## src/design/ssmt_pkg.sv

```systemverilog
package ssmt_pkg;

	// ********************************************************************
	// Widths and bus codes
	// ********************************************************************
	localparam int unsigned DW  = 16;
	localparam int unsigned ADW = 8;
	localparam int unsigned NMV = 2;
	localparam logic [1:0] HT_NONSEQ = 2'h2;
	localparam logic [1:0] HT_SEQ    = 2'h3;
	localparam logic       HRESP_OK  = 1'h0;

	// ********************************************************************
	// Register map
	// ********************************************************************
	localparam logic [ADW-1:0] ADDR_CTRL = 8'h00;
	localparam logic [ADW-1:0] ADDR_LSP  = 8'h04;
	localparam logic [ADW-1:0] ADDR_MAN [NMV] = '{8'h08, 8'h0c};
	localparam logic [ADW-1:0] ADDR_STAT = 8'h10;

	// ********************************************************************
	// Setting codes
	// ********************************************************************
	localparam logic [1:0] EXT_REMOTE  = 2'h0;
	localparam logic [1:0] EXT_CASCADE = 2'h1;
	localparam logic [1:0] EXT_RATIO   = 2'h2;
	localparam logic [1:0] PROTO_INTER = 2'h2;
	localparam logic [1:0] MVX_BUMPLESS = 2'h0;
	localparam logic [1:0] MVX_PIN_PREV = 2'h1;
	localparam logic [1:0] MVX_PREV     = 2'h2;

	// ********************************************************************
	// Carriers
	// ********************************************************************
	typedef struct packed {
		logic [13:0] rsv_hi;
		logic [1:0]  second_port_protocol;
		logic [2:0]  rsv_mid;
		logic [4:0]  master_channel_select;
		logic [1:0]  rsv_lo;
		logic        meas_xfer_en;
		logic [1:0]  mv_xfer_mode;
		logic        track_en;
		logic [1:0]  ext_type;
	} ssmt_ctrl_t;

	localparam ssmt_ctrl_t CTRL_RST = '{
		rsv_hi: 14'h0, second_port_protocol: 2'h0, rsv_mid: 3'h0,
		master_channel_select: 5'h00, rsv_lo: 2'h0, meas_xfer_en: 1'h0,
		mv_xfer_mode: MVX_BUMPLESS, track_en: 1'h1, ext_type: EXT_REMOTE};

	typedef struct packed {
		logic [27:0] rsv;
		logic        master_seen;
		logic        cascade_on;
		logic        manual;
		logic        remote;
	} ssmt_stat_t;

	typedef struct packed {
		logic          remote;
		logic          manual;
		logic          by_pin;
	} ssmt_mode_t;

	typedef struct packed {
		logic          vld;
		logic [4:0]    addr;
		logic [DW-1:0] setp;
	} ssmt_link_t;

endpackage

```

## src/design/ssmt_core.sv

```systemverilog
// Decided for this implementation: the register addresses and the AHB-Lite register port.
`timescale 1ns/100ps

// Contract
// - Input type: remote input (0), cascade (1) or ratio (2); default 0.
// - Cascade or ratio works only with port 2 present and its protocol at 2.
// - A slave uses code 1 for cascade and code 2 for ratio.
// - The master channel holds the master's second address, 0..31, default 0.
// - In cascade or ratio only link data from the matching address is taken.
// - The master channel counts only while ext input type is 1 or 2.
// - Setpoint tracking enable defaults to 1 (used).
// - With tracking on, remote-to-local copies the remote setpoint to local.
// - Local uses local setpoint, remote uses remote; no tracking, no copy.
// - Auto-to-manual picks the starting manual value by a 3-way setting.
// - Code 0 starts at auto; code 1 keeps old manual if by pin, else auto.
// - Setting 2 always starts at the value of the previous manual period.
// - Measured value transfer enable defaults to 0 (unused).
// - With it on, manual-to-auto loads the measured value into the setpoint; a tracked remote-to-local copy in the same cycle wins.
module ssmt_core (
	input  wire logic                   clk,
	input  wire logic                   rstn,
	input  wire logic                   hsel,
	input  wire logic [31:0]            haddr,
	input  wire logic [1:0]             htrans,
	input  wire logic                   hwrite,
	input  wire logic [2:0]             hsize,
	input  wire logic [31:0]            hwdata,
	input  wire logic                   hready,
	output logic      [31:0]            hrdata,
	output logic                        hreadyout,
	output logic                        hresp,
	input  wire logic                   port2_ready,
	input  wire ssmt_pkg::ssmt_mode_t   mode_in,
	input  wire ssmt_pkg::ssmt_link_t   link_in,
	input  wire logic [ssmt_pkg::DW-1:0] remote_setpoint_input,
	input  wire logic [ssmt_pkg::DW-1:0] measured_value,
	input  wire logic [ssmt_pkg::DW-1:0] auto_first_mv,
	input  wire logic [ssmt_pkg::DW-1:0] auto_second_mv,
	output logic      [ssmt_pkg::DW-1:0] setpoint_value,
	output logic      [ssmt_pkg::DW-1:0] first_manipulated_value,
	output logic      [ssmt_pkg::DW-1:0] second_manipulated_value
);
	import ssmt_pkg::*;

	// ********************************************************************
	// Declarations
	// ********************************************************************
	ssmt_ctrl_t     ctrl_r;
	ssmt_stat_t     stat;
	ssmt_mode_t     prev_r;
	logic [31:0]    hrdata_r;
	logic           hreadyout_r;
	logic           hresp_r;
	logic           wr_pend_r;
	logic           rd_pend_r;
	logic [ADW-1:0] wr_addr_r;
	logic [ADW-1:0] rd_addr_r;
	logic [DW-1:0]  lsp_r;
	logic [DW-1:0]  lsp_nxt;
	logic [DW-1:0]  master_setp_r;
	logic           master_seen_r;
	logic [DW-1:0]  setp_r;
	ssmt_ctrl_t     wr_ctrl;
	logic [DW-1:0]  rsp_use;
	logic [DW-1:0]  man_r   [NMV];
	logic [DW-1:0]  man_nxt [NMV];
	logic [DW-1:0]  mv_r    [NMV];
	logic [DW-1:0]  auto_mv [NMV];
	logic           addr_ok;
	logic           take;
	logic           wr_lsp;
	logic           cascade_ok;
	logic           link_take;
	logic           rem2loc;
	logic           a2m;
	logic           m2a;

	assign hrdata    = hrdata_r;
	assign hreadyout = hreadyout_r;
	assign hresp     = hresp_r;
	assign setpoint_value           = setp_r;
	assign first_manipulated_value  = mv_r[0];
	assign second_manipulated_value = mv_r[1];
	assign auto_mv[0] = auto_first_mv;
	assign auto_mv[1] = auto_second_mv;

	// ********************************************************************
	// AHB-Lite slave: zero-wait writes, one wait state on reads
	// ********************************************************************
	assign addr_ok = (htrans == HT_NONSEQ) || (htrans == HT_SEQ);
	assign take    = hsel && hready && addr_ok;
	assign wr_lsp  = wr_pend_r && (wr_addr_r == ADDR_LSP);

	always_ff @(posedge clk or negedge rstn) begin
		if (!rstn) begin
			wr_pend_r <= 1'h0;
			rd_pend_r <= 1'h0;
			wr_addr_r <= '0;
			rd_addr_r <= '0;
		end else begin
			wr_pend_r <= take && hwrite;
			rd_pend_r <= take && !hwrite;
			if (take) begin
				wr_addr_r <= haddr[ADW-1:0];
				rd_addr_r <= haddr[ADW-1:0];
			end
		end
	end

	// Read data sampled a cycle late so a write just before is seen
	always_ff @(posedge clk or negedge rstn) begin
		if (!rstn) begin
			hreadyout_r <= 1'h1;
			hresp_r     <= HRESP_OK;
			hrdata_r    <= '0;
		end else begin
			hresp_r     <= HRESP_OK;
			hreadyout_r <= !(take && !hwrite);
			if (rd_pend_r) begin
				case (rd_addr_r)
					ADDR_CTRL:   hrdata_r <= ctrl_r;
					ADDR_LSP:    hrdata_r <= 32'(lsp_r);
					ADDR_MAN[0]: hrdata_r <= 32'(man_r[0]);
					ADDR_MAN[1]: hrdata_r <= 32'(man_r[1]);
					ADDR_STAT:   hrdata_r <= stat;
					default:     hrdata_r <= '0;
				endcase
			end
		end
	end

	// ********************************************************************
	// Settings register
	// ********************************************************************
	assign wr_ctrl = ssmt_ctrl_t'(hwdata);

	always_ff @(posedge clk or negedge rstn) begin
		if (!rstn) begin
			ctrl_r <= CTRL_RST;
		end else if (wr_pend_r && wr_addr_r == ADDR_CTRL) begin
			ctrl_r <= CTRL_RST;
			ctrl_r.ext_type <= wr_ctrl.ext_type;
			ctrl_r.track_en <= wr_ctrl.track_en;
			ctrl_r.mv_xfer_mode <= wr_ctrl.mv_xfer_mode;
			ctrl_r.meas_xfer_en <= wr_ctrl.meas_xfer_en;
			ctrl_r.master_channel_select <=
				wr_ctrl.master_channel_select;
			ctrl_r.second_port_protocol <=
				wr_ctrl.second_port_protocol;
		end
	end

	assign stat = '{rsv: 28'h0, master_seen: master_seen_r,
		cascade_on: cascade_ok, manual: prev_r.manual,
		remote: prev_r.remote};

	// ********************************************************************
	// Setpoint source
	// ********************************************************************
	assign cascade_ok = port2_ready &&
		(ctrl_r.second_port_protocol == PROTO_INTER) &&
		((ctrl_r.ext_type == EXT_CASCADE) ||
		 (ctrl_r.ext_type == EXT_RATIO));
	assign link_take = link_in.vld && cascade_ok &&
		(link_in.addr == ctrl_r.master_channel_select);
	// Ratio scaling is done downstream; the master value passes raw
	assign rsp_use = cascade_ok ? master_setp_r
		: remote_setpoint_input;

	always_ff @(posedge clk or negedge rstn) begin
		if (!rstn) begin
			master_setp_r <= '0;
			master_seen_r <= 1'h0;
		end else if (link_take) begin
			master_setp_r <= link_in.setp;
			master_seen_r <= 1'h1;
		end else if (!cascade_ok) begin
			master_seen_r <= 1'h0;
		end
	end

	// ********************************************************************
	// Mode transitions, one-cycle events
	// ********************************************************************
	always_ff @(posedge clk or negedge rstn) begin
		if (!rstn) begin
			prev_r <= '0;
		end else begin
			prev_r <= mode_in;
		end
	end

	assign rem2loc = prev_r.remote && !mode_in.remote;
	assign a2m     = !prev_r.manual && mode_in.manual;
	assign m2a     = prev_r.manual && !mode_in.manual;

	// ********************************************************************
	// Local setpoint and setpoint output
	// ********************************************************************
	// Hardware hand-overs win over a software write in the same cycle
	always_comb begin
		lsp_nxt = lsp_r;
		if (rem2loc && ctrl_r.track_en) begin
			lsp_nxt = rsp_use;
		end else if (m2a && ctrl_r.meas_xfer_en) begin
			lsp_nxt = measured_value;
		end else if (wr_lsp) begin
			lsp_nxt = hwdata[DW-1:0];
		end
	end

	always_ff @(posedge clk or negedge rstn) begin
		if (!rstn) begin
			lsp_r  <= '0;
			setp_r <= '0;
		end else begin
			lsp_r  <= lsp_nxt;
			setp_r <= mode_in.remote ? rsp_use : lsp_nxt;
		end
	end

	// ********************************************************************
	// Manual manipulated values, one per output
	// ********************************************************************
	for (genvar g = 0; g < NMV; g++) begin : g_mv
		always_comb begin
			man_nxt[g] = man_r[g];
			if (a2m) begin
				case (ctrl_r.mv_xfer_mode)
					MVX_BUMPLESS: man_nxt[g] = auto_mv[g];
					MVX_PIN_PREV: begin
						if (!mode_in.by_pin) begin
							man_nxt[g] = auto_mv[g];
						end
					end
					MVX_PREV: man_nxt[g] = man_r[g];
					default:  man_nxt[g] = man_r[g];
				endcase
			end else if (wr_pend_r && wr_addr_r == ADDR_MAN[g]) begin
				man_nxt[g] = hwdata[DW-1:0];
			end
		end

		always_ff @(posedge clk or negedge rstn) begin
			if (!rstn) begin
				man_r[g] <= '0;
				mv_r[g]  <= '0;
			end else begin
				man_r[g] <= man_nxt[g];
				mv_r[g]  <= mode_in.manual ? man_nxt[g] : auto_mv[g];
			end
		end
	end
endmodule

```

## config.mk

```make
export PLATFORM = sky130hd
export DESIGN_NAME = ssmt_core
export DESIGN_NICKNAME = d
export VERILOG_FILES = /design/src/design/ssmt_pkg.sv /design/src/design/ssmt_core.sv
export SDC_FILE = /design/constraint.sdc
export NUM_CORES = 1
export LEC_CHECK = 0
export BUFFER_PORTS_ARGS = -buffer_cell sky130_fd_sc_hd__buf_2
export CAP_MARGIN = 20
export CORE_UTILIZATION = 42
export DETAILED_ROUTE_END_ITERATION = 10
export HOLD_SLACK_MARGIN = 0.08
export PLACE_DENSITY = 0.67
export SYNTH_ARGS = -nofsm -noshare
export SYNTH_HDL_FRONTEND = slang
export SYNTH_SLANG_ARGS = --single-unit
```

## constraint.sdc

```tcl
create_clock -name clk -period 3.15 [get_ports clk]
set_clock_uncertainty 0.15 [all_clocks]
set_input_delay 0 -clock clk [delete_from_list [all_inputs] [get_ports clk]]
set_output_delay 0 -clock clk [all_outputs]
set_load 0.03 [all_outputs]
```

Yosys cells after proc, flatten, opt, wreduce, memory -nomap -nowiden
Cells that the tools add are included.
{"block": "totals", "in_bits": 164, "reg_bits": 171, "out_inout_bits": 82}
{"block": "op_classes", "reduce_logical": 26, "n_mux": 18, "n_eq_ne": 12}
{"op": "2-to-1 mux 16 bit", "n": 13}
{"op": "one-hot mux 18 bit (5 select lines)", "n": 1}
{"op": "one-hot mux 16 bit (2 select lines)", "n": 2}
{"op": "logical AND 1 bit", "n": 17}
{"op": "== test 8 x 4 -> 1 bit (second input constant)", "n": 2}
{"op": "== test 2 bit (second input constant)", "n": 4}
{"op": "== test 8 x 3 -> 1 bit (second input constant)", "n": 1}
{"op": "== test 8 x 5 -> 1 bit (second input constant)", "n": 1}
{"op": "logical NOT 8 bit", "n": 1}
{"op": "== test 5 bit", "n": 1}
{"op": "logical NOT 1 bit", "n": 5}
{"op": "== test 2 x 1 -> 1 bit (second input constant)", "n": 2}
{"op": "logical NOT 2 bit", "n": 1}
{"op": "logical OR 1 bit", "n": 2}
{"op": "2-to-1 mux 1 bit", "n": 2}
{"op": "inequality test 2 x 1 -> 1 bit (second input constant)", "n": 1}

Depth between registers and ports, before layout
Gate-level depths: netlist of run 1.
{"block": "depth", "word_depth": 6, "mapped_depth": 8, "depth_no_buf": 4}

Least setup slack after synthesis of run 1
Ideal clock, no wire load.
{"block": "synth_timing", "path_type": "register to register", "startpoint": "register rd_addr_r[4] (netlist name)", "endpoint": "register mv_r (netlist bit second_manipulated_value[5])", "setup_slack_ns": 0.798, "t_arrival_ns": 2.079, "path_stages_with_launch": 8, "setup_time_ns": 0.123, "cell_sequence": "dfrtp_1 > buf_6 > or4b_4 > buf_2 > nor4_4 > nand2_2 > buf_2 > o221a_2"}
{"element": "end signal, assigned by index", "line_no": "ssmt_core.sv:250", "source": "mv_r[g] <= mode_in.manual ? man_nxt[g] : auto_mv[g];"}
{"element": "end, declared", "line_no": "ssmt_core.sv:67", "source": "logic [DW-1:0] mv_r [NMV];"}

==> impl_metrics.tcl, run 1 <==
set metrics [dict create \
    routed_wl_mm 25.0 \
    place_congestion 0.831 \
    async_flop_share_pct 100 \
    worstPathMaxFanout 20 \
    cp_data_required_time_ns 3.30 \
    crit_family "simple AND/OR/NAND/NOR gates" \
    ant_nets 0 \
    fillerInstances 1519 \
    status "completed" \
    start_util_pct 43.0 \
    htreeDepth 4 \
    cp.arrival_ns 3.15 \
    hold_violations 0 \
    synth_seq_cells 157 \
    regArea_um2 3930 \
    grt_pass1_wl_mm 39.8 \
    cellLeakagePower_nw 5.16 \
    power_density_nw_per_um2 559 \
    multi_input_area_um2 3680 \
    insertion_delay_ns 0.43 \
    cts_buffers 17 \
    max_freq_mhz 333 \
    maxCapViolations 0 \
    yosys_warnings 0 \
    viasPerCell 5.50 \
    die_h_um 141 \
    fin_nets 1214 \
    dieArea_um2 19900 \
    slowest_delay_ns 0.71 \
    ios 246 \
    die_width_um 141 \
    synth_ff_type "dfrtp_1" \
    coreArea_um2 18800 \
    diodes 0 \
    slew_viol_final 0 \
    critPathBufInv 1 \
    drt_iter0_markers 559 \
    peakVddDrop_uv 367 \
    ys_seq_area_share_pct 48.5 \
    cts_sinks 157 \
    wl_per_cell_um 18.9 \
    grt-ovfl-total 0 \
    synth_cells 729 \
    placement.cell_area_um2 9230 \
    cts_root_buf "clkbuf_16" \
    finalSetupViolations 0 \
    syn-cell-area_um2 8100 \
    worst_slew_pin_slew_ns 0.993 \
    drive_above_1_share_pct 33.2 \
    yosysUniqueCellTypes 51 \
    slew_headroom_pct 33.7 \
    clk_pin_slew_ns 0.07 \
    dp_hpwl_mm 16.3 \
    avgSynthCellArea_um2 11.1 \
    grt_antenna_before_repair 1 \
    crit_chain "or4b_4 -> nor4_4 -> nand2_2 -> o221a_2 -> dlygate4sd3_1" \
    portBuffers 188 \
    grt_max_degree 63 \
    holdCritPathClass "input port to flip-flop" \
    grt_pass1_vias 7319 \
    cts_tree "built" \
    whs_ns 0.0943 \
    grtUsageTotal_pct 26.2 \
    final_area_um2 11400 \
    dr.pass1.iters 4 \
    rsz0062_at_grt "no" \
    drc 0 \
    syn2layout_area_growth_pct 41.0 \
    vias 7276 \
    cp_slowest_cell "or4b_4" \
    synth_edf_count 0 \
    period_needed_ns 3.00 \
    fin_crit_sh_pct 95.3 \
    clock_path_buffers 2 \
    criticalPathCategory "flip-flop to flip-flop" \
    setup.worst_path.start_class "flip-flop" \
    end_kind "flip-flop" \
    num_rows 50 \
    setup_tns_ns 0 \
]
==> state kept, by name (all words and copies together), names as in the netlist, 8 cells and up <==
register	count
hrdata	18
first_manipulated_value	16
setpoint_value	16
lsp_r	16
man_r	32
ctrl_r	13
second_manipulated_value	16
rd_addr_r	8
master_setp_r	16
==> worst reg2reg max path, stage by stage, from the launching register on <==
cell	delay [ns]
dfrtp_1	0.49
or4b_4	0.71
nor4_4	0.30
nand2_2	0.29
o221a_2	0.35
dlygate4sd3_1	0.58
==> timing repair <==
item                                    CTS  global route
endpoints found under the setup margin    0             0
hold buffers                            155             0
setup buffers                             0             0
hold endpoints to repair                295             0
gates resized for setup                   0             0
==> final timing paths <==
kind                                           startpoint                                      to  slack [ns]  cells past startpoint
max in group asynchronous                            rstn  second_manipulated_value[15]$_DFF_PN0_        1.90                      4
worst max register to register   rd_addr_r[4]$_DFFE_PN0N_   second_manipulated_value[8]$_DFF_PN0_        0.15                      5
worst max-delay path             rd_addr_r[4]$_DFFE_PN0N_   second_manipulated_value[8]$_DFF_PN0_        0.15                      5
worst min-delay path                            htrans[1]                rd_addr_r[6]$_DFFE_PN0N_        0.09                      3
worst min register to register  master_seen_r$_DFFE_PN0P_               master_seen_r$_DFFE_PN0P_        0.33                      1
min in group asynchronous                            rstn                   ctrl_r[2]$_DFFE_PN1P_        0.53                      3
==> through the flow <==
step / std cells / power [mW] / worst slack [ns] / util (%)
floorplan: 743 / 3.52 / 0.798 / -
global placement: 1136 / 3.98 / 0.608 / 49.0
detailed placement: 1136 / 4.01 / 0.560 / 49.0
CTS: 1323 / 6.41 / 0.213 / 60.7
global route: 1323 / 6.68 / 0.0244 / 60.7
finish: 1323 / 6.39 / 0.148 / 60.7
==> power by group <==
group          total (mW)  leakage (nW)  switching (mW)  internal, mW
sequential           2.57          1.82           0.262          2.31
clock                2.19         0.300           0.916          1.28
combinational        1.63          3.04           0.868         0.765
==> metal layers <==
layer	up-vias	track usage (%)	share of wire, %
met5	-	0	0.052
met4	2	9.10	2.6
met3	46	6.83	8.0
met2	315	41.4	47
met1	3556	34.8	43
li1	3357	-	-
==> logic make-up (layout without fill, tap and decap cells) <==
logic type,Yosys count,after routing,synth area share (%)
AND/OR/NAND/NOR,145,145,10.1
multiplexers,105,105,14.9
XOR/XNOR,6,6,0.648
other,1,15,0.0463
flip-flops,157,157,48.5
buffers and inverters,123,443,6.87
AO/OA/AOI/OAI,192,192,18.9
==> layout by cell type (no fill, tap or decap), types with 3 or more instances in the layout <==
cell / instances
o211ai_1: 16
o221a_2: 31
xor2_1: 4
a21o_1: 3
nand2_1: 28
o311a_1: 16
inv_1: 46
nor2_1: 36
a31oi_1: 17
o2bb2ai_1: 12
or3_1: 9
nor3_1: 18
nand2b_1: 11
a21oi_1: 22
mux2i_1: 49
a311oi_1: 16
bufinv_16: 3
o221ai_1: 3
mux4_2: 8
nor2b_1: 5
buf_2: 187
nand4_1: 3
buf_4: 21
dlygate4sd3_1: 154
dfrtp_1: 155
conb_1: 15
mux2_2: 48
clkbuf_16: 17
and4b_1: 16
o22ai_1: 32
a21oi_2: 10
inv_6: 6
a22oi_1: 8
==> final cells by class <==
class                      count  share of cell area [%]
multi-input combinational    463                    32.2
inverter                      46                    1.51
clock inverter                15                    1.73
tap                          260                    2.85
sequential                   157                    34.4
clock buffer                  17                    3.72
timing repair buffer         365                    23.6
==> cell usage after synthesis, types with 2 or more instances <==
library cell	n	area [µm²]
a21o_1	3	22.5
a21oi_1	22	110
a21oi_2	10	87.6
a22o_1	2	17.5
a22oi_1	8	60.1
a311oi_1	16	140
a31oi_1	17	106
and4_1	2	17.5
and4b_1	16	160
buf_1	7	26.3
buf_2	7	35.0
buf_4	15	113
buf_6	4	45.0
clkbuf_1	44	165
dfrtp_1	155	3880
dfstp_2	2	52.6
inv_1	46	173
mux2_2	48	541
mux2i_1	49	490
mux4_2	8	180
nand2_1	28	105
nand2b_1	11	68.8
nand4_1	3	18.8
nor2_1	38	143
nor2b_1	5	31.3
nor3_1	19	95.1
nor4_1	2	12.5
o211ai_1	16	120
o21ai_0	2	10.0
o221a_2	31	349
o221ai_1	3	26.3
o22ai_1	32	200
o2bb2ai_1	12	105
o311a_1	16	160
or2_2	2	12.5
or3_1	9	56.3
xnor2_1	2	17.5
xor2_1	4	35.0
Note: power is estimated with default switching activity, not from simulation.
==> run 2: changes to the inputs <==
- CTS_BUF_LIST: not set -> sky130_fd_sc_hd__clkbuf_4 sky130_fd_sc_hd__clkbuf_8
==> run 2 against run 1 <==
Non-clock buffer count is 2 higher. Via count rose by 0.48%. Die area stayed put. Sequential share of layout area is 0.52 points higher. Final area decreased by 1.5%. Combinational power is essentially flat. Worst hold slack improved by 0.0093 ns. Sequential cell count is the same. Power shrank 8.1%. Critical path depth unchanged. Critical path type unchanged.
==> impl_metrics.tcl, run 2 (same netlist as run 1, synthesis figures left out) <==
set metrics [dict create \
    rsz0062_at_grt "no" \
    r2r_start "rd_addr_r[4]$_DFFE_PN0N_" \
    dp_cells 1136 \
    worst_slew_pin_slew_ns 1.02 \
    diodes 0 \
    fillerInstances 1547 \
    grt_antenna_before_repair 1 \
    vias 7311 \
    portBuffers 188 \
    start_util_pct 43.0 \
    peakVddDrop_uv 301 \
    num_rows 50 \
    drt_iter0_markers 659 \
    grt_max_degree 63 \
    critPathBufInv 1 \
    finalPower_mw 5.88 \
    coreArea_um2 18800 \
    drive_above_1_share_pct 33.1 \
    final_common_cell "buf_2" \
    worstPathMaxFanout 20 \
    cts_tree "built" \
    grt_pass1_vias 7291 \
    setup_tns_ns 0 \
    finalNonFillerCells 1325 \
    htreeDepth 4 \
    viasPerCell 5.52 \
    final_area_um2 11300 \
    worstReg2RegEnd "second_manipulated_value[8]$_DFF_PN0_" \
    critPathCapture "second_manipulated_value[8]$_DFF_PN0_" \
    cts_hold_repair.buffers 157 \
    crit_start "rd_addr_r[4]$_DFFE_PN0N_" \
    largest_reg_flops 32 \
    end_kind "flip-flop" \
    multi_input_area_um2 3680 \
    status "completed" \
    maxCapViolations 0 \
    ant_nets 0 \
    max_flop_register "man_r" \
    cts_buffers 17 \
    dp_hpwl_mm 16.3 \
    holdCritPathClass "input port to flip-flop" \
    hold_violations 0 \
    syn2layout_area_growth_pct 38.9 \
    insertion_delay_ns 0.47 \
    reg2reg_slack_ns 0.13 \
    criticalPathCategory "flip-flop to flip-flop" \
    clock_path_buffers 2 \
    grt-ovfl-total 0 \
    mostFrequentLayoutCells "buf_2, dlygate4sd3_1, dfrtp_1" \
    max_freq_mhz 331 \
    dieArea_um2 19900 \
    cts_root_buf "clkbuf_8" \
    slowest_delay_ns 0.71 \
    crit_family "simple AND/OR/NAND/NOR gates" \
    reg2reg_depth 5 \
    slew_viol_final 0 \
    grtUsageTotal_pct 26.2 \
    routed_wl_mm 25.1 \
    cp_slowest_cell "or4b_4" \
    period_needed_ns 3.02 \
    cp_data_required_time_ns 3.35 \
    placement.cell_area_um2 9230 \
    slew_headroom_pct 32.2 \
    cts_sinks 157 \
    dr.pass1.iters 5 \
    die_width_um 141 \
    ios 246 \
    post_cts_buffers 0 \
    finalSetupViolations 0 \
    clk_pin_slew_ns 0.09 \
    cellLeakagePower_nw 5.09 \
    regArea_um2 3930 \
    crit_chain "or4b_4 -> nor4_4 -> nand2_2 -> o221a_2 -> dlygate4sd3_1" \
    cp.arrival_ns 3.23 \
    fin_nets 1216 \
    place_ws_ns 0.560 \
    timing.final.ws_setup_ns 0.126 \
    path_depth 5 \
    fin_crit_sh_pct 96.0 \
    drc 0 \
    wl_per_cell_um 19.0 \
    power_density_nw_per_um2 522 \
    cts_resized 0 \
    place_congestion 0.831 \
    die_h_um 141 \
    grt_pass1_wl_mm 39.7 \
    setup.worst_path.start_class "flip-flop" \
]
==> run 2: cell count changes in the layout (fill, tap and decap cells not counted), sizes merged <==
cell,before,now
dlygate4sd3,154,156
==> run 2: how the worst min path moves through the flow <==
| stage | startpoint | endpoint | slack, ns | depth (start not counted) |
|---|---|---|---|---|
| CTS | port2_ready | hrdata[2]$_DFFE_PN0P_ | 0.08 | 6 |
| global placement | rstn | second_manipulated_value[2]$_DFF_PN0_ | -0.1 | 1 |
| finish | port2_ready | hrdata[2]$_DFFE_PN0P_ | 0.10 | 6 |
| detailed placement | rstn | second_manipulated_value[2]$_DFF_PN0_ | -0.10 | 1 |
| global route | port2_ready | hrdata[2]$_DFFE_PN0P_ | 0.10 | 6 |
| floorplan | rstn | ctrl_r[0]$_DFFE_PN0P_ | -0.45 | 0 |
==> run 2: worst reg2reg max path: stages (launching register included) <==
cell           delay, ns
dfrtp_1             0.50
or4b_4              0.71
nor4_4              0.31
nand2_2             0.31
o221a_2             0.36
dlygate4sd3_1       0.58
==> run 2: layer usage <==
metal	track usage [%]	vias up	share of wire (%)
li1	-	3359	-
met1	35.3	3597	44
met2	41.1	320	46
met3	6.45	33	7.3
met4	9.04	2	2.1
met5	0	-	0.052
==> run 2: stage by stage <==
step,util (%),hold WS (ns)
2_1_floorplan,-,-0.446
3_3_place_gp,49.0,-0.0984
3_5_place_dp,49.0,-0.104
4_1_cts,59.8,0.0845
5_1_grt,59.8,0.101
6_report,59.8,0.104
==> run 2: cell type report <==
type | count | share of cell area, %
clock buffer | 17 | 2.08
clock inverter | 15 | 1.76
inverter | 46 | 1.53
multi-input combinational | 463 | 32.7
sequential | 157 | 34.9
tap | 260 | 2.89
timing repair buffer | 367 | 24.1
==> run 2: report_power, final <==
| group | switching [mW] | internal [mW] | total (mW) | leakage [nW] |
|---|---|---|---|---|
| clock | 0.867 | 0.811 | 1.68 | 0.212 |
| sequential | 0.263 | 2.30 | 2.57 | 1.82 |
| combinational | 0.867 | 0.764 | 1.63 | 3.05 |
